[src/inc/irf_pkg.sv]
// package: register map, field positions and reset values of the request flags
//
// Behaviour
// - set direct transition flag, bit 7, on sleep transition while transition-on is 1
// - direct transition flag clears only when software writes 0 there
// - set interval timer flag, bit 6, on every interval timer overflow
// - interval timer flag clears only when software writes 0 there
// - flag register bits 5,4 and wakeup register bits 7,6 read as 1
// - external request pin in interrupt mode with selected edge sets its flag
// - each external request flag clears only by writing 0 to its bit
// - wakeup pin in interrupt mode with selected edge sets its wakeup flag
// - each wakeup flag clears only by writing 0 to its bit
// - external request edge select: 0 falling edge, 1 rising edge
// - wakeup edge select: 0 falling edge, 1 rising edge
// - one shared wakeup enable bit forwards requests of all six wakeup flags
package irf_pkg;

   // ----------------------------------------
   // widths
   // ----------------------------------------
   localparam int EXT_COUNT  = 4;
   localparam int WAKE_COUNT = 6;
   localparam int ADDR_W     = 4;
   localparam int DATA_W     = 8;

   // ----------------------------------------
   // register offsets
   // ----------------------------------------
   localparam logic [3:0] ADDR_IRQ_FLAGS  = 4'h0;
   localparam logic [3:0] ADDR_WAKE_FLAGS = 4'h1;
   localparam logic [3:0] ADDR_ENABLE     = 4'h2;
   localparam logic [3:0] ADDR_STATUS     = 4'h3;
   localparam logic [3:0] ADDR_CLEAR      = 4'h4;

   // ----------------------------------------
   // field positions (flag, enable and status share DT and TA; WAKE is in enable and status only)
   // ----------------------------------------
   localparam int DT_BIT   = 7;
   localparam int TA_BIT   = 6;
   localparam int WAKE_BIT = 5;

   // ----------------------------------------
   // reserved bits and reset values
   // ----------------------------------------
   localparam logic [7:0] IRQ_RSVD_MASK  = 8'h30;
   localparam logic [7:0] WAKE_RSVD_MASK = 8'hC0;
   localparam logic [7:0] EN_RSVD_MASK   = 8'h10;
   localparam logic [7:0] EN_WRITE_MASK  = 8'hEF;
   localparam logic [7:0] REG_RESET      = 8'h00;
   localparam logic [2:0] PRIME_RESET    = 3'h0;

endpackage

[src/verilog/irf_edge_detect.sv]
// module: pin synchroniser and selectable edge detector for a group of request pins
`timescale 1ns/1ns
`default_nettype none
module irf_edge_detect
   import irf_pkg::*;
#(
   parameter int WIDTH = 4
)
(
   // clock and reset
   input  wire logic             clk,
   input  wire logic             sys_rst,
   // pins and configuration
   input  wire logic [WIDTH-1:0] pin_in,
   input  wire logic [WIDTH-1:0] edge_sel,
   input  wire logic [WIDTH-1:0] pin_mode,
   // detected edges, one cycle each
   output logic      [WIDTH-1:0] edge_pulse
);

   logic [WIDTH-1:0] sync_a;
   logic [WIDTH-1:0] sync_b;
   logic [WIDTH-1:0] prev;
   logic [2:0]       prime;
   logic [2:0]       next_prime;

   // ----------------------------------------
   // synchroniser and history
   // ----------------------------------------
   // no edge until the history holds a real sample, so a pin
   // resting high after reset raises no false rising edge
   always_comb
   begin
      next_prime = {prime[1:0], 1'b1};
   end

   always_ff @(posedge clk)
   begin
      if (sys_rst)
      begin
         sync_a <= '0;
         sync_b <= '0;
         prev   <= '0;
         prime  <= PRIME_RESET;
      end
      else
      begin
         sync_a <= pin_in;
         sync_b <= sync_a;
         prev   <= sync_b;
         prime  <= next_prime;
      end
   end

   // ----------------------------------------
   // edge choice per pin
   // ----------------------------------------
   genvar i;
   generate
      for (i = 0; i < WIDTH; i++)
      begin : g_pin
         // edge select 1 picks rising, 0 falling
         assign edge_pulse[i] = prime[2] && pin_mode[i] &&
            (edge_sel[i] ? (sync_b[i] && !prev[i]) : (!sync_b[i] && prev[i]));

         sel_edge_a: assert property (@(posedge clk) disable iff (sys_rst)
            prime[2] && pin_mode[i] && edge_sel[i] && sync_b[i] && !prev[i] |-> edge_pulse[i])
            else $error("selected rising edge missed");
         fall_edge_a: assert property (@(posedge clk) disable iff (sys_rst)
            edge_pulse[i] && !edge_sel[i] |-> !sync_b[i] && prev[i])
            else $error("falling edge pulse without falling input");
      end
   endgenerate

endmodule
`default_nettype wire

[src/verilog/irf_flag_bank.sv]
// module: bank of sticky request flags, set by hardware, cleared by writing 0
`timescale 1ns/1ns
`default_nettype none
module irf_flag_bank
   import irf_pkg::*;
#(
   parameter int WIDTH = 8
)
(
   // clock and reset
   input  wire logic             clk,
   input  wire logic             sys_rst,
   // hardware events
   input  wire logic [WIDTH-1:0] set_pulse,
   // software write
   input  wire logic             wr_hit,
   input  wire logic [WIDTH-1:0] wr_data,
   // flags
   output logic      [WIDTH-1:0] flags
);

   logic [WIDTH-1:0] next_flags;
   logic [WIDTH-1:0] clr_mask;

   // ----------------------------------------
   // set beats clear
   // ----------------------------------------
   always_comb
   begin
      // only bits written 0 clear; a 1 leaves the flag alone
      clr_mask   = wr_hit ? ~wr_data : '0;
      next_flags = (flags & ~clr_mask) | set_pulse;
   end

   always_ff @(posedge clk)
   begin
      if (sys_rst)
         flags <= '0;
      else
         flags <= next_flags;
   end

   one_keeps_a: assert property (@(posedge clk) disable iff (sys_rst)
      wr_hit |=> (flags & $past(flags) & $past(wr_data)) == ($past(flags) & $past(wr_data)))
      else $error("writing 1 changed a flag");
   set_wins_a: assert property (@(posedge clk) disable iff (sys_rst)
      |set_pulse |=> (flags & $past(set_pulse)) == $past(set_pulse))
      else $error("set event lost");

endmodule
`default_nettype wire

[src/verilog/irf_top.sv]
// module: interrupt request flag registers with register port and interrupt output
`timescale 1ns/1ns
`default_nettype none
module irf_top
   import irf_pkg::*;
(
   // clock and reset
   input  wire logic                  clk,
   input  wire logic                  sys_rst,
   // register port
   input  wire logic [ADDR_W-1:0]     reg_addr,
   input  wire logic [DATA_W-1:0]     reg_wr_data,
   input  wire logic                  reg_wr,
   input  wire logic                  reg_rd,
   output logic      [DATA_W-1:0]     reg_rd_data,
   // internal event sources, same clock
   input  wire logic                  sleep_direct_transition,
   input  wire logic                  direct_transition_on,
   input  wire logic                  timer_overflow,
   // external request pins and their configuration
   input  wire logic [EXT_COUNT-1:0]  ext_req_pin,
   input  wire logic [EXT_COUNT-1:0]  ext_req_edge_select,
   input  wire logic [EXT_COUNT-1:0]  ext_req_pin_mode,
   // wakeup pins and their configuration
   input  wire logic [WAKE_COUNT-1:0] wake_pin,
   input  wire logic [WAKE_COUNT-1:0] wake_edge_select,
   input  wire logic [WAKE_COUNT-1:0] wake_pin_mode,
   // requests
   output logic                       wake_request,
   output logic                       irq
);

   // ----------------------------------------
   // declarations
   // ----------------------------------------
   logic [EXT_COUNT-1:0]  ext_pulse;
   logic [WAKE_COUNT-1:0] wake_pulse;
   logic [7:0]            irq_set;
   logic [7:0]            irq_flags;
   logic [WAKE_COUNT-1:0] wake_flags;
   logic                  wr_irq;
   logic                  wr_wake;
   logic                  wr_en;
   logic                  wr_clr;
   logic                  dt_event;
   logic [7:0]            event_set;
   logic [7:0]            irq_enable;
   logic [7:0]            next_irq_enable;
   logic [7:0]            event_status;
   logic [7:0]            next_event_status;
   logic [7:0]            next_rd_data;
   logic                  next_irq;
   logic                  next_wake_request;

   function automatic logic hit(input logic [ADDR_W-1:0] a,
                                input logic [ADDR_W-1:0] target);
      hit = (a == target);
   endfunction

   // ----------------------------------------
   // write decode
   // ----------------------------------------
   assign wr_irq  = reg_wr && hit(reg_addr, ADDR_IRQ_FLAGS);
   assign wr_wake = reg_wr && hit(reg_addr, ADDR_WAKE_FLAGS);
   assign wr_en   = reg_wr && hit(reg_addr, ADDR_ENABLE);
   assign wr_clr  = reg_wr && hit(reg_addr, ADDR_CLEAR);

   // ----------------------------------------
   // edge detection on the pins
   // ----------------------------------------
   irf_edge_detect #(
      .WIDTH      (EXT_COUNT)
   ) u_ext_edge (
      .clk        (clk),
      .sys_rst    (sys_rst),
      .pin_in     (ext_req_pin),
      .edge_sel   (ext_req_edge_select),
      .pin_mode   (ext_req_pin_mode),
      .edge_pulse (ext_pulse)
   );

   irf_edge_detect #(
      .WIDTH      (WAKE_COUNT)
   ) u_wake_edge (
      .clk        (clk),
      .sys_rst    (sys_rst),
      .pin_in     (wake_pin),
      .edge_sel   (wake_edge_select),
      .pin_mode   (wake_pin_mode),
      .edge_pulse (wake_pulse)
   );

   // ----------------------------------------
   // request flag registers
   // ----------------------------------------
   // a sleep transition counts only while transition-on is set
   assign dt_event = sleep_direct_transition && direct_transition_on;

   always_comb
   begin
      irq_set                     = '0;
      irq_set[DT_BIT]             = dt_event;
      irq_set[TA_BIT]             = timer_overflow;
      irq_set[EXT_COUNT-1:0]      = ext_pulse;
   end

   irf_flag_bank #(
      .WIDTH      (8)
   ) u_irq_bank (
      .clk        (clk),
      .sys_rst    (sys_rst),
      .set_pulse  (irq_set),
      .wr_hit     (wr_irq),
      .wr_data    (reg_wr_data & ~IRQ_RSVD_MASK),
      .flags      (irq_flags)
   );

   irf_flag_bank #(
      .WIDTH      (WAKE_COUNT)
   ) u_wake_bank (
      .clk        (clk),
      .sys_rst    (sys_rst),
      .set_pulse  (wake_pulse),
      .wr_hit     (wr_wake),
      .wr_data    (reg_wr_data[WAKE_COUNT-1:0]),
      .flags      (wake_flags)
   );

   // ----------------------------------------
   // enable, sticky status and clear
   // ----------------------------------------
   always_comb
   begin
      event_set                 = irq_set & ~IRQ_RSVD_MASK;
      event_set[WAKE_BIT]       = |wake_pulse;
      next_irq_enable           = wr_en ? (reg_wr_data & EN_WRITE_MASK) : irq_enable;
      // an event in the clearing cycle survives the clear
      next_event_status         = (event_status & ~(wr_clr ? reg_wr_data : 8'h00))
                                  | event_set;
   end

   always_ff @(posedge clk)
   begin
      if (sys_rst)
      begin
         irq_enable   <= REG_RESET;
         event_status <= REG_RESET;
      end
      else
      begin
         irq_enable   <= next_irq_enable;
         event_status <= next_event_status;
      end
   end

   // ----------------------------------------
   // request outputs
   // ----------------------------------------
   always_comb
   begin
      // one enable bit forwards the whole wakeup group
      next_wake_request = (|wake_flags) && irq_enable[WAKE_BIT];
      next_irq          = |(event_status & irq_enable);
   end

   always_ff @(posedge clk)
   begin
      if (sys_rst)
      begin
         wake_request <= 1'b0;
         irq          <= 1'b0;
      end
      else
      begin
         wake_request <= next_wake_request;
         irq          <= next_irq;
      end
   end

   // ----------------------------------------
   // read port
   // ----------------------------------------
   // data stand one cycle after the strobe only; unmapped reads give zero
   always_comb
   begin
      next_rd_data = 8'h00;
      if (reg_rd)
      begin
         case (reg_addr)
            ADDR_IRQ_FLAGS:  next_rd_data = irq_flags | IRQ_RSVD_MASK;
            ADDR_WAKE_FLAGS: next_rd_data = {2'b00, wake_flags} | WAKE_RSVD_MASK;
            ADDR_ENABLE:     next_rd_data = irq_enable | EN_RSVD_MASK;
            ADDR_STATUS:     next_rd_data = event_status;
            default:         next_rd_data = 8'h00;
         endcase
      end
   end

   always_ff @(posedge clk)
   begin
      if (sys_rst)
         reg_rd_data <= 8'h00;
      else
         reg_rd_data <= next_rd_data;
   end

   // ----------------------------------------
   // checks
   // ----------------------------------------
   dt_set_a: assert property (@(posedge clk) disable iff (sys_rst)
      sleep_direct_transition && direct_transition_on |=> irq_flags[DT_BIT])
      else $error("direct transition flag not set");

   dt_off_a: assert property (@(posedge clk) disable iff (sys_rst)
      !irq_flags[DT_BIT] && !(sleep_direct_transition && direct_transition_on)
      |=> !irq_flags[DT_BIT])
      else $error("direct transition flag set without cause");

   dt_hold_a: assert property (@(posedge clk) disable iff (sys_rst)
      irq_flags[DT_BIT] && !(wr_irq && !reg_wr_data[DT_BIT]) |=> irq_flags[DT_BIT])
      else $error("direct transition flag lost");

   ta_set_a: assert property (@(posedge clk) disable iff (sys_rst)
      timer_overflow |=> irq_flags[TA_BIT])
      else $error("interval timer flag not set");

   ta_clear_a: assert property (@(posedge clk) disable iff (sys_rst)
      wr_irq && !reg_wr_data[TA_BIT] && !timer_overflow |=> !irq_flags[TA_BIT])
      else $error("interval timer flag not cleared by 0");

   rsvd_read_a: assert property (@(posedge clk) disable iff (sys_rst)
      reg_rd && reg_addr == ADDR_IRQ_FLAGS |=> reg_rd_data[5:4] == 2'b11)
      else $error("reserved flag bits not read as 1");

   wake_rsvd_a: assert property (@(posedge clk) disable iff (sys_rst)
      reg_rd && reg_addr == ADDR_WAKE_FLAGS |=> reg_rd_data[7:6] == 2'b11)
      else $error("reserved wakeup bits not read as 1");

   ext_set_a: assert property (@(posedge clk) disable iff (sys_rst)
      |ext_pulse |=> (irq_flags[EXT_COUNT-1:0] & $past(ext_pulse)) == $past(ext_pulse))
      else $error("external request flag not set");

   ext_clear_a: assert property (@(posedge clk) disable iff (sys_rst)
      wr_irq && reg_wr_data[3:0] == 4'hE && ext_pulse == 4'h0
      |=> !irq_flags[0] && irq_flags[3:1] == $past(irq_flags[3:1]))
      else $error("external flag clear touched another bit");

   wake_set_a: assert property (@(posedge clk) disable iff (sys_rst)
      |wake_pulse |=> (wake_flags & $past(wake_pulse)) == $past(wake_pulse))
      else $error("wakeup flag not set");

   wake_clear_a: assert property (@(posedge clk) disable iff (sys_rst)
      !wr_wake && wake_pulse == 6'h00 |=> wake_flags == $past(wake_flags))
      else $error("wakeup flag changed without cause");

   wake_gate_a: assert property (@(posedge clk) disable iff (sys_rst)
      ##1 wake_request == ((|$past(wake_flags)) && $past(irq_enable[WAKE_BIT])))
      else $error("wakeup request not gated by group enable");

   irq_level_a: assert property (@(posedge clk) disable iff (sys_rst)
      (|(event_status & irq_enable)) |=> irq)
      else $error("interrupt output missed an enabled status bit");

   rd_zero_a: assert property (@(posedge clk) disable iff (sys_rst)
      !reg_rd |=> reg_rd_data == 8'h00)
      else $error("read data outside the answer cycle");

   dt_clear_a: assert property (@(posedge clk) disable iff (sys_rst)
      wr_irq && !reg_wr_data[DT_BIT] && !dt_event |=> !irq_flags[DT_BIT])
      else $error("direct transition flag not cleared by 0");

   ta_hold_a: assert property (@(posedge clk) disable iff (sys_rst)
      irq_flags[TA_BIT] && !(wr_irq && !reg_wr_data[TA_BIT]) |=> irq_flags[TA_BIT])
      else $error("interval timer flag lost");

   ext_hold_a: assert property (@(posedge clk) disable iff (sys_rst)
      !wr_irq |=> (irq_flags[EXT_COUNT-1:0] | ~$past(irq_flags[EXT_COUNT-1:0])) == 4'hF)
      else $error("external flag cleared without a write");

   wake_zero_a: assert property (@(posedge clk) disable iff (sys_rst)
      wr_wake && wake_pulse == 6'h00
      |=> wake_flags == ($past(wake_flags) & $past(reg_wr_data[WAKE_COUNT-1:0])))
      else $error("wakeup flag write not applied bit by bit");

   en_write_a: assert property (@(posedge clk) disable iff (sys_rst)
      wr_en |=> irq_enable == ($past(reg_wr_data) & EN_WRITE_MASK))
      else $error("enable write not taken");

   en_hold_a: assert property (@(posedge clk) disable iff (sys_rst)
      !wr_en |=> $stable(irq_enable))
      else $error("enable changed without a write");

   en_rsvd_a: assert property (@(posedge clk) disable iff (sys_rst)
      reg_rd && reg_addr == ADDR_ENABLE |=> reg_rd_data[4])
      else $error("reserved enable bit not read as 1");

   status_set_a: assert property (@(posedge clk) disable iff (sys_rst)
      |event_set |=> (event_status & $past(event_set)) == $past(event_set))
      else $error("status event lost");

   status_clear_a: assert property (@(posedge clk) disable iff (sys_rst)
      wr_clr && event_set == 8'h00
      |=> event_status == ($past(event_status) & ~$past(reg_wr_data)))
      else $error("status clear not applied");

   irq_low_a: assert property (@(posedge clk) disable iff (sys_rst)
      !(|(event_status & irq_enable)) |=> !irq)
      else $error("interrupt output high without an enabled status bit");

   status_rd_a: assert property (@(posedge clk) disable iff (sys_rst)
      reg_rd && reg_addr == ADDR_STATUS |=> reg_rd_data == $past(event_status))
      else $error("status read does not match the register");

endmodule
`default_nettype wire

[config.mk]
export PLATFORM = sky130hd
export DESIGN_NAME = irf_top
export DESIGN_NICKNAME = d
export VERILOG_FILES = /design/src/inc/irf_pkg.sv /design/src/verilog/irf_edge_detect.sv /design/src/verilog/irf_flag_bank.sv /design/src/verilog/irf_top.sv
export SDC_FILE = /design/constraint.sdc
export NUM_CORES = 1
export LEC_CHECK = 0
export ABC_AREA = 1
export BUFFER_PORTS_ARGS = -buffer_cell sky130_fd_sc_hd__clkbuf_2
export CORE_MARGIN = 2
export CORE_UTILIZATION = 48
export DETAILED_ROUTE_END_ITERATION = 16
export PLACE_DENSITY = 0.75
export SETUP_SLACK_MARGIN = 0.2
export SYNTH_ARGS = -nofsm -noshare
export SYNTH_HDL_FRONTEND = slang
export SYNTH_SLANG_ARGS = --single-unit
export TNS_END_PERCENT = 1
[constraint.sdc]
create_clock -name clk -period 1 [get_ports clk]
set_clock_uncertainty 0.05 [all_clocks]
set_input_delay 0.1 -clock clk [delete_from_list [all_inputs] [get_ports clk]]
set_output_delay 0.1 -clock clk [all_outputs]
set_load 0.02 [all_outputs]
[Word-level counts from Yosys, hierarchy flattened]
Index checks and enable logic that the tools add are counted.
Word-level totals
  bits in writable memories: 0
  bits in latches: 0
  flip-flop bits (word level): 75
  memory bits (read-only): 0
  memories kept: 0
  input bits: 49
Operators by class
  divide/modulo/power cells: 0
  multiplexer cells: 16
  reduce and logical (&&, ||, !) cells: 71
  bitwise operators: 13
  shift-type cells: 0
  multipliers: 0
  magnitude comparators: 0
  equality and inequality tests: 4
  add/subtract/negate cells: 0
Operators with widths (count)
  $logic_and A1 B1 Y1: 46
  $pmux W8 S4: 1
  $and A8 B8 Y8: 3
  $not A8 Y8: 3
  $logic_not A1 Y1: 20
  $mux W8: 2
  $or A8 B8 Y8: 2
  $mux W1: 12
  $not A6 Y6: 2
  $reduce_or A6 Y1: 2
  $eq A4 B2 Y1 const B: 2
  $reduce_or A8 Y1: 1
  $and A6 B6 Y6: 1
  $mux W6: 1
  $or A6 B6 Y6: 1
  $eq A4 B1 Y1 const B: 1
  $eq A4 B3 Y1 const B: 1
  $logic_not A4 Y1: 1
  $reduce_or A2 Y1: 1
  $not A1 Y1: 1

[Longest topological paths before layout]
  depth after elaboration: 6
  mapped depth: 7
  mapped depth without buffers: 7

[Hierarchy]
A second synthesis with hierarchy kept.
Unflattened totals
  cells, all modules: 462
  area total of the unflattened synthesis: 3158.0 µm²
By module, submodules not included
  irf_top: cells an instance 185, sequential area each 500.5 µm², area an instance 1263.7 µm², instances 1
  irf_edge_detect (u_wake_edge): cells an instance 113, sequential area each 420.4 µm², area an instance 777.0 µm², instances 1
  irf_edge_detect (u_ext_edge): cells an instance 78, sequential area each 300.3 µm², area an instance 548.0 µm², instances 1
  irf_flag_bank (u_irq_bank): cells an instance 50, sequential area each 160.2 µm², area an instance 329.1 µm², instances 1
  irf_flag_bank (u_wake_bank): cells an instance 36, sequential area each 120.1 µm², area an instance 240.2 µm², instances 1

[Worst setup path before layout]
OpenSTA, ideal clock, no wires.
  path kind: register to register
  start point: reg, netlist name u_ext_edge.prime[2]
  end point: reg event_status[5]
  setup time: 0.070 ns
  cell stages (with the launch flop): 7
  data required time: 0.880 ns
  buffers on the path: 1
  path slack: 0.025 ns
  arrival: 0.856 ns
  cell sequence: dfxtp_1 -> buf_2 -> nand2_1 -> nand3b_1 -> nand2_1 -> nor2_1 -> a21oi_1
RTL lines
  to (signal assigned): line irf_top.sv:152  | event_status <= next_event_status;
  to (decl): line irf_top.sv:49  | logic [7:0] event_status;

==> qor.yml <==
status:
  outcome: "finished clean"
clock_network:
  worst_skew_pair.late_latency_ns: 0.34
  clock_path_buffers: 2
  post-cts-setup-buffer-count: 0
  clock_tree.root_cell: "sky130_fd_sc_hd__clkbuf_8"
  clk_sinks: 70
  tritoncts.num_buffers: 9
  htreeDepth: 3
  clkSlewWorstSetupHoldPaths_ns: 0.07
  cts_tree: "yes"
synth:
  synth.distinct_cells: 25
  syn-instance-count: 354
  syn-cell-area_um2: 2670
  syn_nets: 403
  yosysSeqAreaShare_pct: 52.4
  avgSynthCellArea_um2: 7.55
  yosys_register_bits: 70
  synth-warning-count: 0
worst_setup_path:
  worst_path_most_repeated_cell: "sky130_fd_sc_hd__nand2_1"
  worst-path-max-fanout: 7
  critPathKind: "reg -> reg"
  timing.critical_path.to_type: "register"
  path_cells: "nand2_1 > nand3b_1 > nand2_1 > nor2_1 > a21oi_1"
  crit_path_top_delay_cell: "sky130_fd_sc_hd__dfxtp_4"
  start_kind: "register"
  worstPathRequired_ns: 1.23
  worst-path-buf-inv: 0
  slowest_delay_ns: 0.39
  critPathArrivalTime_ns: 1.21
  crit_family: "flip-flops"
cells_and_area:
  most_common_library_cell_in_the_layout_ignoring_fill_and_taps: "sky130_fd_sc_hd__inv_1"
  finish.net_count: 497
  finish.utilization_pct: 68.2
  post_route_cells_drive_above_1_share_pct: 28.9
  antenna_cells: 0
  final_cell_mix: "62 x sky130_fd_sc_hd__inv_1, 56 x sky130_fd_sc_hd__nand2_1, 53 x sky130_fd_sc_hd__dfxtp_1"
  layout.filler_cells: 434
  syn_to_final_growth_pct: 38.7
power_and_ir_drop:
  p_leak_uw: 0.00175
  pwr_density_cell_nw_per_um2: 1670
  ir_drop_v: 0.00105
sta:
  period_share_pct: 98.4
  final_critical_period_ns: 0.984
  slew_violations: 0
  timing.slew.headroom_pct: 79.0
  final_hold_violations: 0
  setup_viol: 0
  timing.setup.tns_ns: 0
  timing_worst_slew_pin_value_ns: 0.313
  grt_setup_unrepaired: "true"
  timing_limited_maximum_frequency_mhz: 1020
detailed_routing:
  routed_length_per_instance_um: 11.7
  route.detailed.vias_per_inst: 4.57
  remaining_drc_errors: 0
  detailedRoute.firstPassIterationCount: 4
  ant_nets: 0
  via_count: 2401
  initial_drc_count: 99
  detail_route.wirelength_um: 6130
placement:
  io_buffers: 58
  place.gp.congestion: 0.848
  dp_wirelength_um: 4280
floorplan:
  core_region_area_um2: 5440
  fp.dieArea_um2: 6180
  initial_utilization_pct: 49.2
  die_w_um: 78.6
  die_h_um: 78.6
  rows: 27
  design.portCount: 59
global_routing:
  grt_antenna_before_repair: 0
  first_global_vias: 2331
  gr-usage-met2_pct: 35.8
  globalRoute.totalOverflow: 0
  first_pass_grt_wire_length_um: 10200
  grt_start_max_net_pins: 20
  gr-usage-met3_pct: 5.52
  grt-busiest-layer: "met2"
  grt_usage_pct: 21.5
  globalRouteMet1Util_pct: 26.1
flow_run:
  cap_violations: 0
min_path:
  hold_class: "in -> reg"
[cells by family after synthesis]
kind of cell / after synthesis / share of synthesized area, %
AND/OR/NAND/NOR: 130 / 20.8
AO/OA/AOI/OAI: 78 / 15.8
flip-flops: 70 / 52.4
buffers and inverters: 76 / 11.0
[synth_stat cells (all sizes together)]
master	number	area share (%)
nand3b	1	0.28
a221oi	1	0.33
a31oi	3	0.70
o21bai	4	1.1
nand3	11	2.2
nand2	63	9.2
buf	8	1.5
o21ai	33	6.3
a21oi	33	6.2
nor4	1	0.23
dfxtp	70	52
nor2	50	7.9
inv	67	9.4
nand4	4	0.94
a21o	4	1.1
clkinv	1	0.14
[repair_timing]
item	CTS	global route
hold endpoints to repair	18	0
pin swaps	4	29
resized for setup	4	75
hold buffers	16	0
endpoints found under the setup margin	30	37
[flip-flops by register name, summed over array words and instances (netlist names), 6 cells and up]
name	cells
event_status	8
reg_rd_data	8
irq_enable	7
u_irq_bank.flags	6
u_wake_bank.flags	6
u_wake_edge.prev	6
u_wake_edge.sync_a	6
u_wake_edge.sync_b	6
[worst paths after layout]
check / start / to / slack (ns) / depth (start not counted)
worst max register to register: u_ext_edge.prime[2]$_SDFF_PP0_ / event_status[5]$_SDFF_PP0_ / 0.02 / 5
worst max-delay path: u_ext_edge.prime[2]$_SDFF_PP0_ / event_status[5]$_SDFF_PP0_ / 0.02 / 5
worst min-delay path: ext_req_pin_mode[0] / event_status[0]$_SDFF_PP0_ / 0.008 / 3
worst min register to register: u_wake_edge.sync_a[1]$_SDFF_PP0_ / u_wake_edge.sync_b[1]$_SDFF_PP0_ / 0.35 / 2
[report_power, final]
part	total, uW	switching [uW]	internal [uW]	leakage (uW)
clock	2810	1020	1800	0.000124
combinational	476	246	229	0.00104
sequential	2920	43.2	2870	0.000580
total	6200	1310	4900	0.00175
[tightest hold or removal path, cell delays in order]
cell	delay (ns)
sky130_fd_sc_hd__clkbuf_2	0.08
sky130_fd_sc_hd__nand4_1	0.11
sky130_fd_sc_hd__a21oi_1	0.07
[stage by stage]
step           hold slack, ns  instance area (um2)  worst slack [ns]  cells  power, uW
6_report              0.00769                 3710            0.0164    525       6200
5_1_grt                0.0187                 3710           -0.0778    525       6440
4_1_cts               0.00327                 3560           0.00738    525       6220
3_5_place_dp            0.245                 3140            -0.148    493       3380
3_3_place_gp            0.243                 3140            -0.108    493       3360
2_1_floorplan           0.157                 2680            0.0442    354       3170
[final cells by class]
cell class | count | area, um2 | area share [%]
clock buffer | 13 | 159 | 4.28
multi-input combinational | 208 | 1040 | 27.9
tap | 72 | 90.1 | 2.43
clock inverter | 3 | 90.1 | 2.43
sequential | 70 | 1430 | 38.4
timing repair buffer | 91 | 654 | 17.6
inverter | 68 | 255 | 6.88
[per-layer routing]
layer  routed length, um  vias up
met1                2720     1021
met4                 106        0
met3                 340       10
met5                   0        -
li1                    -     1292
met2                2960       78
Power figures use the tool's default switching activity.
